[config.mk]
export PLATFORM = sky130hd
export DESIGN_NAME = pcs_synth_ctrl
export DESIGN_NICKNAME = d
export VERILOG_FILES = /design/src/rtl/pcs_pkg.sv /design/src/rtl/pcs_synth_ctrl.sv /design/src/rtl/pcs_post_div.sv
export SDC_FILE = /design/constraint.sdc
export NUM_CORES = 1
export LEC_CHECK = 0
export BUFFER_PORTS_ARGS = -buffer_cell sky130_fd_sc_hd__buf_2
export CORE_ASPECT_RATIO = 1.5
export CORE_MARGIN = 1.5
export CORE_UTILIZATION = 41
export CTS_BUF_LIST = sky130_fd_sc_hd__clkbuf_4
export DETAILED_ROUTE_END_ITERATION = 10
export PLACE_DENSITY_LB_ADDON = 0.2
export SYNTH_ARGS = -nofsm -noshare
export SYNTH_HDL_FRONTEND = slang
export SYNTH_HIERARCHICAL = 1
export SYNTH_SLANG_ARGS = --single-unit
export TNS_END_PERCENT = 50
[constraint.sdc]
create_clock -name i_ref_clk -period 2.1 [get_ports i_ref_clk]
set_clock_uncertainty 0.1 [all_clocks]
set_input_delay 0.21 -clock i_ref_clk [delete_from_list [all_inputs] [get_ports i_ref_clk]]
set_output_delay 0.21 -clock i_ref_clk [all_outputs]
set_load 0.005 [all_outputs]
[src/rtl/pcs_pkg.sv]
// Purpose: shared constants for the clock synthesis control block
// Assumes: one 125 MHz clock that stands in for the oscillator
// Notes: post-scale index order is regional, global, external
package pcs_pkg;
  // clock period and loss-of-reference detection time
  localparam int CLK_PERIOD_PS = 8000;
  localparam int LOSS_TIME_NS = 1000;
  // a least time, so round the cycle count up
  localparam int LOSS_CYCLES =
    (LOSS_TIME_NS * 1000 + CLK_PERIOD_PS - 1) / CLK_PERIOD_PS;
  localparam int LOSS_W = $clog2(LOSS_CYCLES + 1);

  // pre-scale and multiply counters, 1 to 512
  localparam int NM_W = 10;
  localparam logic [10:0] NM_MAX = 11'h200;
  // post-scale counters, 1 to 1024 at 50 %, 1 to 512 otherwise
  localparam int POST_W = 11;
  localparam logic [10:0] POST_MAX_50 = 11'h400;
  localparam logic [10:0] POST_MAX_ANY = 11'h200;

  // post-scale counter population
  localparam int NUM_REGIONAL = 2;
  localparam int NUM_GLOBAL = 4;
  localparam int NUM_EXTERNAL = 4;
  localparam int NUM_POST = NUM_REGIONAL + NUM_GLOBAL + NUM_EXTERNAL;
  localparam int GLOBAL_BASE = NUM_REGIONAL;
  localparam int EXT_BASE = NUM_REGIONAL + NUM_GLOBAL;
  localparam int EXT_SEL_W = 2;

  // external clock output pins of one pair
  localparam int NUM_EXT_PINS = 2;

  // forces a divide value into 1..max
  function automatic logic [10:0] pcs_sat(input logic [10:0] val,
                                          input logic [10:0] max);
    if (val == 11'h000)
      return 11'h001;
    else if (val > max)
      return max;
    else
      return val;
  endfunction : pcs_sat
endpackage : pcs_pkg

[src/rtl/pcs_synth_ctrl.sv]
// Purpose: digital control of a clock synthesizer: dividers, switchover
// Assumes: reference and feedback inputs are levels synchronous to clock
// Notes: i_ref_clk stands in for the oscillator the post-scalers divide
`timescale 1ns/1ps
`default_nettype none
module pcs_synth_ctrl
  import pcs_pkg::*;
#(
  parameter int LOSS_LIMIT = pcs_pkg::LOSS_CYCLES
)
(
  input wire logic i_ref_clk,
  input wire logic i_rst,
  input wire logic i_reference_clock_input_pri,
  input wire logic i_reference_clock_input_sec,
  input wire logic i_feedback_clock_input,
  input wire logic [pcs_pkg::NM_W-1:0] i_pre_div,
  input wire logic [pcs_pkg::NM_W-1:0] i_mult,
  input wire logic [pcs_pkg::NUM_POST-1:0][pcs_pkg::POST_W-1:0] i_post_div,
  input wire logic [pcs_pkg::NUM_POST-1:0] i_post_duty50,
  input wire logic [pcs_pkg::NUM_POST-1:0][pcs_pkg::POST_W-1:0] i_post_high,
  input wire logic [pcs_pkg::NUM_EXT_PINS-1:0][pcs_pkg::EXT_SEL_W-1:0]
    i_ext_sel,
  input wire logic [pcs_pkg::NUM_EXT_PINS-1:0] i_ext_invert,
  input wire logic i_ext_user_mode,
  input wire logic [pcs_pkg::NUM_EXT_PINS-1:0] i_ext_user_data,
  output logic o_osc_up,
  output logic o_osc_dn,
  output logic o_ref_on_secondary,
  output logic [pcs_pkg::NUM_REGIONAL-1:0] o_regional_clk,
  output logic [pcs_pkg::NUM_GLOBAL-1:0] o_global_clk,
  output logic [pcs_pkg::NUM_EXTERNAL-1:0] o_ext_cnt_clk,
  output logic [pcs_pkg::NUM_EXT_PINS-1:0] o_external_clock_output
);
  logic pri_prev_q;
  logic sec_prev_q;
  logic fb_prev_q;
  logic pri_rise;
  logic ref_rise;
  logic fb_rise;
  logic [POST_W-1:0] n_eff;
  logic [POST_W-1:0] m_eff;
  logic [POST_W-1:0] pre_cnt_q;
  logic [POST_W-1:0] fb_cnt_q;
  logic ref_evt;
  logic fb_evt;
  logic up_q;
  logic dn_q;
  logic on_sec_q;
  logic [LOSS_W-1:0] loss_cnt_q;
  logic [NUM_POST-1:0] post_clk;
  logic [NUM_EXT_PINS-1:0] pin_q;

  // edge history of the sampled inputs
  always_ff @(posedge i_ref_clk or posedge i_rst)
  begin
    if (i_rst)
    begin
      pri_prev_q <= 1'b0;
      sec_prev_q <= 1'b0;
      fb_prev_q <= 1'b0;
    end
    else
    begin
      pri_prev_q <= i_reference_clock_input_pri;
      sec_prev_q <= i_reference_clock_input_sec;
      fb_prev_q <= i_feedback_clock_input;
    end
  end

  // per-input edges avoid a false edge when the mux flips
  assign pri_rise = i_reference_clock_input_pri & ~pri_prev_q;
  assign ref_rise = on_sec_q ? (i_reference_clock_input_sec & ~sec_prev_q)
                             : pri_rise;
  assign fb_rise = i_feedback_clock_input & ~fb_prev_q;
  assign n_eff = pcs_sat({1'b0, i_pre_div}, NM_MAX);
  assign m_eff = pcs_sat({1'b0, i_mult}, NM_MAX);
  assign ref_evt = ref_rise && (pre_cnt_q >= n_eff - 11'h001);
  assign fb_evt = fb_rise && (fb_cnt_q >= m_eff - 11'h001);

  // pre-scale divider on the selected reference
  always_ff @(posedge i_ref_clk or posedge i_rst)
  begin
    if (i_rst)
      pre_cnt_q <= 11'h000;
    else if (ref_evt)
      pre_cnt_q <= 11'h000;
    else if (ref_rise)
      pre_cnt_q <= pre_cnt_q + 11'h001;
  end

  // multiply counter divides the feedback clock
  always_ff @(posedge i_ref_clk or posedge i_rst)
  begin
    if (i_rst)
      fb_cnt_q <= 11'h000;
    else if (fb_evt)
      fb_cnt_q <= 11'h000;
    else if (fb_rise)
      fb_cnt_q <= fb_cnt_q + 11'h001;
  end

  // frequency detector: coincident events cancel, no correction
  always_ff @(posedge i_ref_clk or posedge i_rst)
  begin
    if (i_rst)
    begin
      up_q <= 1'b0;
      dn_q <= 1'b0;
    end
    else
    begin
      up_q <= ref_evt & ~fb_evt;
      dn_q <= fb_evt & ~ref_evt;
    end
  end

  // clock sense; sticky until reset so a flaky primary cannot bounce
  always_ff @(posedge i_ref_clk or posedge i_rst)
  begin
    if (i_rst)
    begin
      loss_cnt_q <= '0;
      on_sec_q <= 1'b0;
    end
    else if (pri_rise)
      loss_cnt_q <= '0;
    else if (loss_cnt_q >= LOSS_W'(LOSS_LIMIT - 1))
      on_sec_q <= 1'b1;
    else
      loss_cnt_q <= loss_cnt_q + 1'b1;
  end

  // ten independent post-scale counters off the oscillator
  for (genvar k = 0; k < NUM_POST; k++)
  begin : g_post
    pcs_post_div u_post (
      .i_ref_clk(i_ref_clk),
      .i_rst(i_rst),
      .i_div(i_post_div[k]),
      .i_duty50(i_post_duty50[k]),
      .i_high(i_post_high[k]),
      .o_clk(post_clk[k])
    );
  end

  // external pins: counter select, polarity, or plain user data
  always_ff @(posedge i_ref_clk or posedge i_rst)
  begin
    if (i_rst)
      pin_q <= '0;
    else
      for (int p = 0; p < NUM_EXT_PINS; p++)
        if (i_ext_user_mode)
          pin_q[p] <= i_ext_user_data[p];
        else
          pin_q[p] <= post_clk[EXT_BASE + int'(i_ext_sel[p])]
                      ^ i_ext_invert[p];
  end

  assign o_osc_up = up_q;
  assign o_osc_dn = dn_q;
  assign o_ref_on_secondary = on_sec_q;
  assign o_regional_clk = post_clk[GLOBAL_BASE-1:0];
  assign o_global_clk = post_clk[EXT_BASE-1:GLOBAL_BASE];
  assign o_ext_cnt_clk = post_clk[NUM_POST-1:EXT_BASE];
  assign o_external_clock_output = pin_q;

  nm_range_a: assert property (@(posedge i_ref_clk)
    disable iff (i_rst)
    pre_cnt_q < NM_MAX && fb_cnt_q < NM_MAX)
    else $error("pre-scale or multiply count out of range");
  up_cause_a: assert property (@(posedge i_ref_clk)
    disable iff (i_rst)
    (ref_rise && pre_cnt_q == n_eff - 11'h001 && !fb_evt) |=> o_osc_up)
    else $error("missing up pulse after pre-scale wrap");
  up_single_a: assert property (@(posedge i_ref_clk)
    disable iff (i_rst)
    o_osc_up |=> !o_osc_up)
    else $error("up pulse longer than one cycle");
  dn_cause_a: assert property (@(posedge i_ref_clk)
    disable iff (i_rst)
    o_osc_dn |-> $past(fb_evt) && !$past(ref_evt))
    else $error("down pulse without multiply wrap");
  no_both_a: assert property (@(posedge i_ref_clk)
    disable iff (i_rst)
    !(o_osc_up && o_osc_dn))
    else $error("up and down pulses together");
  switch_time_a: assert property (@(posedge i_ref_clk)
    disable iff (i_rst)
    $rose(o_ref_on_secondary) |->
      $past(loss_cnt_q) == LOSS_W'(LOSS_LIMIT - 1))
    else $error("switchover at wrong loss count");
  stay_pri_a: assert property (@(posedge i_ref_clk)
    disable iff (i_rst)
    pri_rise |=> !$rose(o_ref_on_secondary))
    else $error("switched while primary toggles");
  sec_hold_a: assert property (@(posedge i_ref_clk)
    disable iff (i_rst)
    o_ref_on_secondary |=> o_ref_on_secondary)
    else $error("reference fell back to primary");
  pin_select_a: assert property (@(posedge i_ref_clk)
    disable iff (i_rst)
    !i_ext_user_mode |=> o_external_clock_output[0] ==
      ($past(post_clk[EXT_BASE + int'(i_ext_sel[0])])
       ^ $past(i_ext_invert[0])))
    else $error("external pin not from selected counter");
  user_pin_a: assert property (@(posedge i_ref_clk)
    disable iff (i_rst)
    i_ext_user_mode |=> o_external_clock_output == $past(i_ext_user_data))
    else $error("external pin not showing user data");
endmodule : pcs_synth_ctrl
`default_nettype wire

[src/rtl/pcs_post_div.sv]
// Purpose: one post-scale divider with selectable duty cycle
// Assumes: divide settings change only while the output is unused
// Notes: divide by 1 holds the output high (every cycle active)
`timescale 1ns/1ps
`default_nettype none
module pcs_post_div
  import pcs_pkg::*;
(
  input wire logic i_ref_clk,
  input wire logic i_rst,
  input wire logic [pcs_pkg::POST_W-1:0] i_div,
  input wire logic i_duty50,
  input wire logic [pcs_pkg::POST_W-1:0] i_high,
  output logic o_clk
);
  logic [POST_W-1:0] div_eff;
  logic [POST_W-1:0] high_eff;
  logic [POST_W-1:0] cnt_q;
  logic [POST_W-1:0] cnt_d;
  logic out_q;

  // range depends on duty mode; non-50 % settings lose the top half
  always_comb
  begin
    div_eff = pcs_sat(i_div, i_duty50 ? POST_MAX_50 : POST_MAX_ANY);
    if (i_duty50)
      high_eff = div_eff - (div_eff >> 1);
    else if (i_high == 11'h000)
      high_eff = 11'h001;
    else if (i_high >= div_eff)
      high_eff = (div_eff == 11'h001) ? 11'h001 : div_eff - 11'h001;
    else
      high_eff = i_high;
    cnt_d = (cnt_q >= div_eff - 11'h001) ? 11'h000 : cnt_q + 11'h001;
  end

  // free-running count of oscillator cycles
  always_ff @(posedge i_ref_clk or posedge i_rst)
  begin
    if (i_rst)
      cnt_q <= 11'h000;
    else
      cnt_q <= cnt_d;
  end

  // output registered so the port comes straight from a flop; it compares
  // the present count, so the first period after reset is a whole one
  always_ff @(posedge i_ref_clk or posedge i_rst)
  begin
    if (i_rst)
      out_q <= 1'b0;
    else
      out_q <= (cnt_q < high_eff);
  end

  assign o_clk = out_q;

  cnt_range_a: assert property (@(posedge i_ref_clk)
    disable iff (i_rst)
    cnt_q < div_eff)
    else $error("post-scale count beyond divide value");
  div_limit_a: assert property (@(posedge i_ref_clk)
    disable iff (i_rst)
    (div_eff >= 11'h001) && (i_duty50 || div_eff <= POST_MAX_ANY))
    else $error("post-scale divide value outside range");
  half_high_a: assert property (@(posedge i_ref_clk)
    disable iff (i_rst)
    (i_duty50 && $stable(i_div) && div_eff == 11'h004 && $rose(out_q))
    |=> out_q ##1 !out_q ##1 !out_q ##1 out_q)
    else $error("50 percent waveform not split evenly");
endmodule : pcs_post_div
`default_nettype wire

==> results.json, run 1 <==
{
  "cts.path.max_buffers": 2,
  "hold_path_class": "input port to register",
  "fp.dieW_um": 217,
  "synth_seq_cells": 157,
  "grt_pass1_wl_um": 150000,
  "whs_endpoint": "g_post[7].u_post/o_clk",
  "drc_errors": 0,
  "dr.pass1.iters": 7,
  "place_area_um2": 39400,
  "drt_wl_total_um": 96400,
  "avgSynthCellArea_um2": 8.11,
  "cts-root-buf": "clkbuf_4",
  "wire_per_inst_um": 16.6,
  "total_power_mw": 27.5,
  "synth_compound_area_share_pct": 21.0,
  "holdWs_ps": 78.3,
  "postSynthCellCount": 3459,
  "cts_tree": "yes",
  "finalHoldViolations": 0,
  "arrival_ps": 4210,
  "ant_nets": 0,
  "place_ws_ps": -2720,
  "vias": 31305,
  "run_status": "finished, violations left",
  "r2r_start": "g_post[6].u_post/cnt_q[1]",
  "drive_gt1_share_pct": 42.0,
  "synth_ff_type": "dfrtp_1",
  "failed_checks": "setup timing",
  "dieArea_um2": 70000,
  "muxShareOfSynthArea_pct": 0.745,
  "synth.distinct_cells": 88,
  "grt_max_degree": 38,
  "cp_max_fo": 4,
  "rrSetupSlack_ps": 40,
  "synth_edf_count": 0,
  "final_util_pct": 64.7,
  "antenna_found_initial": 4,
  "grt_use_total_pct": 26.1,
  "portBuffers": 278,
  "num_rows": 117,
  "async_flop_share_pct": 100,
  "dp.cells": 5633,
  "globalplace.congestion": 0.919,
  "maxSlewViolCount": 0,
  "synth_area_um2": 28100,
  "die_y_um": 323,
  "via_per_inst": 5.38,
  "crit_family": "simple AND/OR/NAND/NOR gates",
  "grt_pass1_vias": 31626,
  "ys.warnings.count": 6,
  "cp_common_cell": "buf_4",
  "fin_setup_tns_ps": -143620,
  "setup_viol": 144,
  "max_freq_mhz": 262,
  "yosysSeqAreaShare_pct": 14.0,
  "hp-start": "i_post_high[77]",
  "critPathLaunchType": "input port",
  "fin_crit_sh_pct": 182,
  "cts_made_buffers": 17,
  "start_util_pct": 41.4,
  "whs_path_depth": 4,
  "core_area_um2": 67800,
  "layout_setup_ws_ps": -1720,
  "required_ps": 2490,
  "path_buf_inv": 5,
  "total_leakage_power_nw": 21.7,
  "drtIter0Drc": 1626,
  "final_area_um2": 43900,
  "synthSimpleGateAreaFrac_pct": 20.4,
  "crit_type": "input port to register",
  "rsz0062_at_grt": "yes",
  "num-nets-final": 5825,
  "period_minus_slack_ps": 3820,
  "reg2reg_to": "g_post[6].u_post/cnt_q[0]",
  "ios": 279,
  "p_per_area_nw_per_um2": 628,
  "cts.clk_slew.worst_paths_ps": 150,
  "fill_cells": 5761,
  "worstSetupStartpoint": "i_post_div[0]",
  "synth_adder_area_share_pct": 29.2,
  "drv_cap": 0,
  "cts.sinks": 157,
  "dp_hpwl_um": 77900,
  "synth_xor_xnor_area_share_pct": 8.71,
  "synth_top_family_by_area": "adder cells",
  "layout-area-overhead-vs-synth_pct": 56.3,
  "critPathCaptureType": "register",
  "r2r_cells": 7,
  "tightest_slew_ps": 550,
  "fin_cells": 5820,
  "crit_slowest_cell": "or4b_4",
  "ir_drop_uv": 415,
  "grt_overflow": 0,
  "critPathMaxStageDelay_ps": 540,
  "crit_chain": "buf_2 -> nor3_2 -> and3_4 -> a21o_4 -> buf_8 -> nand2_1 -> ha_1 -> nand3_2 -> nor2_1 -> a211o_1 -> nand3b_1 -> buf_4 -> buf_4 -> buf_4 -> a21o_1 -> o221a_1 -> ha_4 -> nand4_1 -> or4b_4 -> nor2_4 -> a221oi_2",
  "timing.slew.headroom_pct": 63.4,
  "worst_skew_pair.late_latency_ps": 630,
  "cts_htree_levels": 4
}
[worst max path at each step]
stage,endpoint,slack [ps],cells past startpoint
global placement,g_post[0].u_post/o_clk,-2670,20
detailed placement,g_post[0].u_post/o_clk,-2720,20
global route,g_post[0].u_post/o_clk,-1800,22
CTS,g_post[0].u_post/o_clk,-1700,20
finish,g_post[0].u_post/o_clk,-1720,21
floorplan,g_post[1].u_post/o_clk,-2010,19
[cells in the mapped netlist (all sizes together) (13+ instances only)]
| cell type | instances | share of area [%] |
|---|---|---|
| o21bai | 26 | 0.70 |
| nand4 | 68 | 1.5 |
| a31oi | 29 | 0.65 |
| nor4 | 44 | 1.7 |
| o211ai | 14 | 0.37 |
| xnor2 | 150 | 4.7 |
| nor3b | 31 | 0.83 |
| clkbuf | 34 | 0.45 |
| a211o | 20 | 0.62 |
| a222oi | 62 | 2.2 |
| nand3 | 101 | 1.8 |
| ha | 638 | 28 |
| o21a | 35 | 0.94 |
| dfrtp | 157 | 14 |
| nor3 | 89 | 1.6 |
| nand2 | 291 | 4.0 |
| a221oi | 35 | 1.2 |
| or4 | 13 | 0.35 |
| a21o | 48 | 1.4 |
| nand2b | 50 | 1.1 |
| mux2i | 13 | 0.46 |
| a2111oi | 34 | 1.3 |
| o21ai | 117 | 2.1 |
| a21oi | 185 | 3.7 |
| xor2 | 129 | 4.0 |
| nor2b | 66 | 1.5 |
| nor2 | 293 | 3.9 |
| and3 | 33 | 0.75 |
| o22ai | 23 | 0.51 |
| inv | 395 | 5.3 |
| and2 | 16 | 0.37 |
| a211oi | 41 | 1.2 |
[flip-flops by register name, summed over array words and instances (netlist names)]
signal,count
fb_cnt_q,11
fb_prev_q,1
g_post.u_post/cnt_q,110
g_post.u_post/o_clk,10
loss_cnt_q,7
o_external_clock_output,2
o_osc_dn,1
o_osc_up,1
o_ref_on_secondary,1
pre_cnt_q,11
pri_prev_q,1
sec_prev_q,1
[area by class of cell]
type,instances,area (um2),area share (%)
Antenna cell,2,5.00,0.0114
Clock buffer,17,128,0.291
Clock inverter,15,174,0.397
Inverter,395,1560,3.55
Multi-Input combinational cell,2874,26100,59.5
Sequential cell,157,3930,8.96
Tap cell,892,1120,2.55
Timing Repair Buffer,1468,10900,24.8
[cell usage in the layout, fill, tap and decap left out, types with 19 or more instances in the layout]
cell type,n
ha_4,76
o21ai_0,70
dfrtp_1,157
a221oi_1,24
a211oi_2,21
a211oi_1,19
a211o_1,19
nor3b_1,20
nand3_1,94
buf_6,61
ha_1,548
a222oi_1,62
nand4_1,68
nor3_1,78
o21bai_1,23
nor2_1,233
nor2_2,40
nand2_2,28
o22ai_1,21
nor4_1,21
buf_4,1109
xor2_1,119
a2111oi_4,19
o21a_1,33
inv_2,21
a31oi_1,21
and3_1,27
nor2b_1,56
xnor2_1,129
dlygate4sd3_1,19
a21oi_2,19
nand2b_1,40
nor2_4,20
a21oi_1,157
inv_1,355
o21ai_1,32
a21o_1,43
nand2_1,235
buf_2,258
[power breakdown]
part           switching [mW]  leakage [nW]  total [mW]  internal [mW]
Combinational            10.1          19.6        20.5           10.4
Clock                    1.36         0.158        2.02          0.654
Sequential               1.17          1.99        5.04           3.87
[worst min-delay path: cells and delay by family]
family,cells,cell delay [ps]
AOI/OAI and AO/OA,2,300
buffers and inverters,2,200
[cells by family after synthesis]
| family | after synthesis |
|---|---|
| compound gates | 787 |
| xor+xnor | 279 |
| fa+ha+maj | 648 |
| buf+inv | 436 |
| flops | 157 |
| mux | 18 |
| other cells | 1 |
| simple gates | 1133 |
[per-layer routing]
layer / global-route usage (%) / vias to the layer above / wire (um)
met3: 2.55 / 295 / 2950
met4: 12.9 / 4 / 4910
met5: 0 / - / 26
met2: 53.1 / 751 / 53200
li1: - / 15432 / -
met1: 25.9 / 14823 / 35400
[repair_timing]
item | 4_1_cts | 5_1_grt
endpoints found under the setup margin | 144 | 144
buffers inserted | 69 | 71
cloned | 8 | 3
gates resized for setup | 293 | 322
pin swaps | 176 | 247
hold endpoints to repair | 184 | 0
hold buffers | 19 | 0
(Power assumes the default switching activity.)
==> run 2: changes to the inputs <==
Settings changed: CORE_UTILIZATION 41 to 35.
==> results.json, run 2 (synthesis results as in run 1) <==
{
  "grt_use_total_pct": 22.7,
  "num-nets-final": 5798,
  "dp_hpwl_um": 78400,
  "drtIter0Drc": 1292,
  "dieArea_um2": 81900,
  "total_leakage_power_nw": 21.6,
  "fin_setup_tns_ps": -129790,
  "cts-root-buf": "clkbuf_4",
  "final_area_um2": 43800,
  "top_register": "g_post.u_post/cnt_q",
  "cts.path.max_buffers": 2,
  "critPathCaptureType": "register",
  "drt_wl_total_um": 95200,
  "cts.clk_slew.worst_paths_ps": 140,
  "start_util_pct": 35.2,
  "drc_errors": 0,
  "core_area_um2": 79600,
  "cts_tree": "yes",
  "cts_htree_levels": 4,
  "ir_drop_uv": 284,
  "via_per_inst": 5.16,
  "final_cell_mix": "buf_4 (1082), ha_1 (532), inv_1 (357)",
  "critPathLaunchType": "input port",
  "final_util_pct": 55.0,
  "max_freq_mhz": 279,
  "grt_max_degree": 37,
  "antenna_found_initial": 5,
  "setup_viol": 144,
  "portBuffers": 278,
  "crit_type": "input port to register",
  "maxSlewViolCount": 0,
  "layout-area-overhead-vs-synth_pct": 56.0,
  "largest_reg_flops": 110,
  "cts_made_buffers": 17,
  "fin_crit_sh_pct": 171,
  "drv_cap": 0,
  "grt_pass1_vias": 31762,
  "arrival_ps": 4080,
  "grt_pass1_wl_um": 151000,
  "rsz0062_at_grt": "yes",
  "finalHoldViolations": 0,
  "fp.dieW_um": 234,
  "die_y_um": 350,
  "p_per_area_nw_per_um2": 627,
  "drive_gt1_share_pct": 42.3,
  "run_status": "finished, violations left",
  "wire_per_inst_um": 16.0,
  "timing.slew.headroom_pct": 55.6,
  "worst_skew_pair.late_latency_ps": 690,
  "cp_max_fo": 6,
  "period_minus_slack_ps": 3580,
  "required_ps": 2600,
  "final_common_cell": "buf_4",
  "hold_path_class": "input port to register",
  "tightest_slew_ps": 666,
  "reg.largest.list": "g_post.u_post/cnt_q: 110 flops, fb_cnt_q: 11 flops, pre_cnt_q: 11 flops",
  "ios": 279,
  "vias": 30639,
  "holdWs_ps": 117,
  "grt_overflow": 0,
  "layout_setup_ws_ps": -1480,
  "failed_checks": "setup timing",
  "globalplace.congestion": 0.896,
  "place_ws_ps": -2550,
  "fill_cells": 7461,
  "cts.sinks": 157,
  "ant_nets": 0,
  "place_area_um2": 39500,
  "num_rows": 127,
  "dr.pass1.iters": 7
}
## run 2: worst paths after layout
check | startpoint | slack (ps) | cells after the start | end
max in group asynchronous | i_rst | 460 | 5 | pre_cnt_q[7]
worst max-delay path | i_post_duty50[8] | -1480 | 23 | g_post[8].u_post/o_clk
worst min register to register | g_post[8].u_post/cnt_q[0] | 430 | 1 | g_post[8].u_post/cnt_q[0]
worst max register to register | fb_cnt_q[4] | 30 | 7 | fb_cnt_q[0]
worst min-delay path | i_reference_clock_input_pri | 120 | 2 | pri_prev_q
min in group asynchronous | i_rst | 230 | 3 | g_post[4].u_post/cnt_q[8]
## run 2: critical path, cell delays in order
cell and delay, ps:
buf_8 80, clkinvlp_4 110, ha_4 300, nand2b_4 50
and2b_2 220, buf_6 120, a32oi_2 180, and2_4 200
inv_4 40, ha_4 220, a2111oi_4 290, o21ai_1 120
a221oi_2 260, buf_4 190, nor4_4 60, a222oi_1 400
ha_1 310, a21o_1 200, a21oi_2 110, o21ai_1 70
o211ai_1 110, nand2_1 70, a31oi_1 160
## run 2: power by group
| part | total [mW] | switching (mW) | internal [mW] | leakage, nW |
|---|---|---|---|---|
| registers | 5.03 | 1.16 | 3.87 | 1.99 |
| clock network | 2.10 | 1.25 | 0.854 | 0.155 |
| logic | 20.3 | 9.99 | 10.3 | 19.4 |
| total | 27.4 | 12.4 | 15.0 | 21.6 |
## run 2: what timing repair did
item	in CTS	in global routing
hold buffers	27	0
cloned	12	3
gates resized for setup	370	244
setup endpoints to repair	144	144
setup buffers	64	35
pin swaps	235	195
hold endpoints to repair	190	0
## run 2: area by class of cell
class / instances / area (um2) / area share, %
antenna: 4 / 10.0 / 0.0229
clock buffer: 19 / 143 / 0.326
clock inverter: 13 / 164 / 0.374
inverter: 395 / 1530 / 3.50
multi-input combinational: 2876 / 26100 / 59.7
sequential: 157 / 3930 / 8.98
tap: 1032 / 1290 / 2.95
timing repair buffer: 1439 / 10600 / 24.1
## run 2: stage by stage
| step | power (mW) | cells |
|---|---|---|
| 4_1_cts | 26.5 | 5899 |
| 2_1_floorplan | 15.6 | 3460 |
| 3_5_place_dp | 22.8 | 5770 |
| 5_1_grt | 30.0 | 5934 |
| 6_report | 27.4 | 5935 |
| 3_3_place_gp | 22.5 | 5770 |
## run 2: per-layer routing
metal  share of wire, %  wire length [um]  GRT usage [%]  vias to the layer above
met1                 38             36000           23.0                    14461
met5              0.021                20              0                        -
met3                2.2              2130           1.69                      225
li1                   -                 -              -                    15379
met2                 56             53200           46.0                      570
met4                4.1              3900           10.3                        4
==> run 3: changes to the inputs <==
Settings changed: BUFFER_PORTS_ARGS -buffer_cell sky130_fd_sc_hd__buf_2 to -buffer_cell sky130_fd_sc_hd__buf_4, CTS_CLUSTER_SIZE set to 14, PLACE_DENSITY_LB_ADDON 0.2 to unset.
==> results.json, run 3 (synthesis results as in run 1) <==
{
  "final_area_um2": 44700,
  "setup_viol": 144,
  "rrSetupSlack_ps": -30,
  "r2r_start": "g_post[2].u_post/cnt_q[5]",
  "cts-root-buf": "clkbuf_4",
  "dr.pass1.iters": 8,
  "rsz0062_at_grt": "yes",
  "tightest_slew_ps": 571,
  "largest_reg_flops": 110,
  "fin_crit_sh_pct": 177,
  "core_area_um2": 79600,
  "cts.sinks": 157,
  "worst_skew_pair.late_latency_ps": 690,
  "max_freq_mhz": 269,
  "portBuffers": 278,
  "cp_max_fo": 5,
  "num_rows": 127,
  "drtIter0Drc": 1361,
  "run_status": "finished, violations left",
  "total_power_mw": 28.5,
  "period_minus_slack_ps": 3710,
  "p_per_area_nw_per_um2": 637,
  "wire_per_inst_um": 16.0,
  "required_ps": 2580,
  "grt_overflow": 0,
  "critPathCaptureType": "register",
  "cts_tree": "yes",
  "fin_setup_tns_ps": -130090,
  "cts.path.max_buffers": 2,
  "reg.largest.list": "g_post.u_post/cnt_q: 110 flops, fb_cnt_q: 11 flops, pre_cnt_q: 11 flops",
  "finalHoldViolations": 0,
  "drv_cap": 0,
  "start_util_pct": 35.2,
  "total_leakage_power_nw": 22.1,
  "layout-area-overhead-vs-synth_pct": 59.5,
  "layout_setup_ws_ps": -1610,
  "num-nets-final": 5844,
  "vias": 30913,
  "critPathLaunchType": "input port",
  "dieArea_um2": 81900,
  "place_ws_ps": -2860,
  "drive_gt1_share_pct": 42.2,
  "die_y_um": 350,
  "final_cell_mix": "buf_4 (1381), ha_1 (538), inv_1 (361)",
  "cts_htree_levels": 4,
  "grt_pass1_wl_um": 153000,
  "maxSlewViolCount": 0,
  "arrival_ps": 4190,
  "holdWs_ps": 118,
  "ios": 279,
  "reg2reg_to": "g_post[2].u_post/o_clk",
  "grt_use_total_pct": 22.9,
  "via_per_inst": 5.17,
  "drt_wl_total_um": 95500,
  "top_register": "g_post.u_post/cnt_q",
  "fp.dieW_um": 234,
  "ir_drop_uv": 328,
  "r2r_cells": 7,
  "cts_made_buffers": 17,
  "place_area_um2": 40300,
  "drc_errors": 0,
  "grt_max_degree": 38,
  "antenna_found_initial": 3,
  "final_common_cell": "buf_4",
  "hold_path_class": "input port to async pin",
  "ant_nets": 0,
  "globalplace.congestion": 0.928,
  "grt_pass1_vias": 32152,
  "dp_hpwl_um": 77700,
  "failed_checks": "setup timing",
  "crit_type": "input port to register",
  "cts.clk_slew.worst_paths_ps": 160,
  "timing.slew.headroom_pct": 61.6
}
==> run 3: changes by cell type in the layout (fill, tap and decap cells not counted), moves of 6 or more <==
cell and delta:
buf_6 +14, buf_4 +299, xnor2_2 -6, ha_1 +6, inv_2 -9, buf_2 -262
a21bo_2 -9, a21bo_4 +9, ha_4 -8, a21boi_2 -6
==> run 3: how the worst max path moves through the flow <==
stage                     startpoint                endpoint  cells after the start
floorplan           i_post_duty50[1]  g_post[1].u_post/o_clk                     19
global placement    i_post_duty50[5]  g_post[5].u_post/o_clk                     22
detailed placement  i_post_duty50[5]  g_post[5].u_post/o_clk                     22
CTS                 i_post_duty50[0]  g_post[0].u_post/o_clk                     20
global route        i_post_duty50[0]  g_post[0].u_post/o_clk                     20
finish              i_post_duty50[0]  g_post[0].u_post/o_clk                     24
==> run 3: what timing repair did <==
item / in CTS / in global routing
hold endpoints to repair: 196 / 0
hold buffers: 23 / 0
gates resized for setup: 399 / 203
cloned: 10 / 3
setup buffers: 100 / 33
setup endpoints to repair: 144 / 144
pin swaps: 256 / 161
==> run 3: report_power, final <==
part / switching, mW / internal [mW] / total, mW
logic: 10.5 / 10.9 / 21.4
clock network: 1.29 / 0.966 / 2.26
registers: 0.954 / 3.87 / 4.82
==> run 3: routing by layer <==
layer  up-vias  global-route usage (%)  share of wire, %
li1      15476                       -                 -
met1     14615                    23.4                38
met2       591                    45.6                55
met3       231                    1.55               2.5
met4         0                    11.1               4.5
met5         -                       0                 0
==> run 3: critical path: stages <==
cell	delay (ps)
buf_8	90
inv_8	30
ha_4	270
nand2b_4	50
nor2b_4	130
buf_4	130
a22oi_2	200
buf_4	150
buf_6	110
inv_1	60
ha_1	270
nor2b_1	40
o21ai_1	120
a211o_1	230
nand3b_1	190
buf_4	180
buf_4	130
a21o_1	150
o221a_1	280
ha_1	310
nand4_1	140
or4b_4	540
nor2_1	100
a221oi_1	80
==> run 3: cell type report <==
cell class / instances / area [um2]
Sequential cell: 157 / 3930
Clock inverter: 14 / 210
Fill cell: 7211 / 34900
Timing Repair Buffer: 1484 / 11600
Tap cell: 1032 / 1290
Multi-Input combinational cell: 2877 / 26100
Inverter: 395 / 1550
Antenna cell: 3 / 7.51
Clock buffer: 17 / 128
==> run 3: metrics by stage <==
stage | std cells | util, %
5_1_grt | 5979 | 56.2
4_1_cts | 5945 | 54.7
3_5_place_dp | 5788 | 50.6
6_report | 5979 | 56.2
2_1_floorplan | 3460 | -
3_3_place_gp | 5788 | 50.6
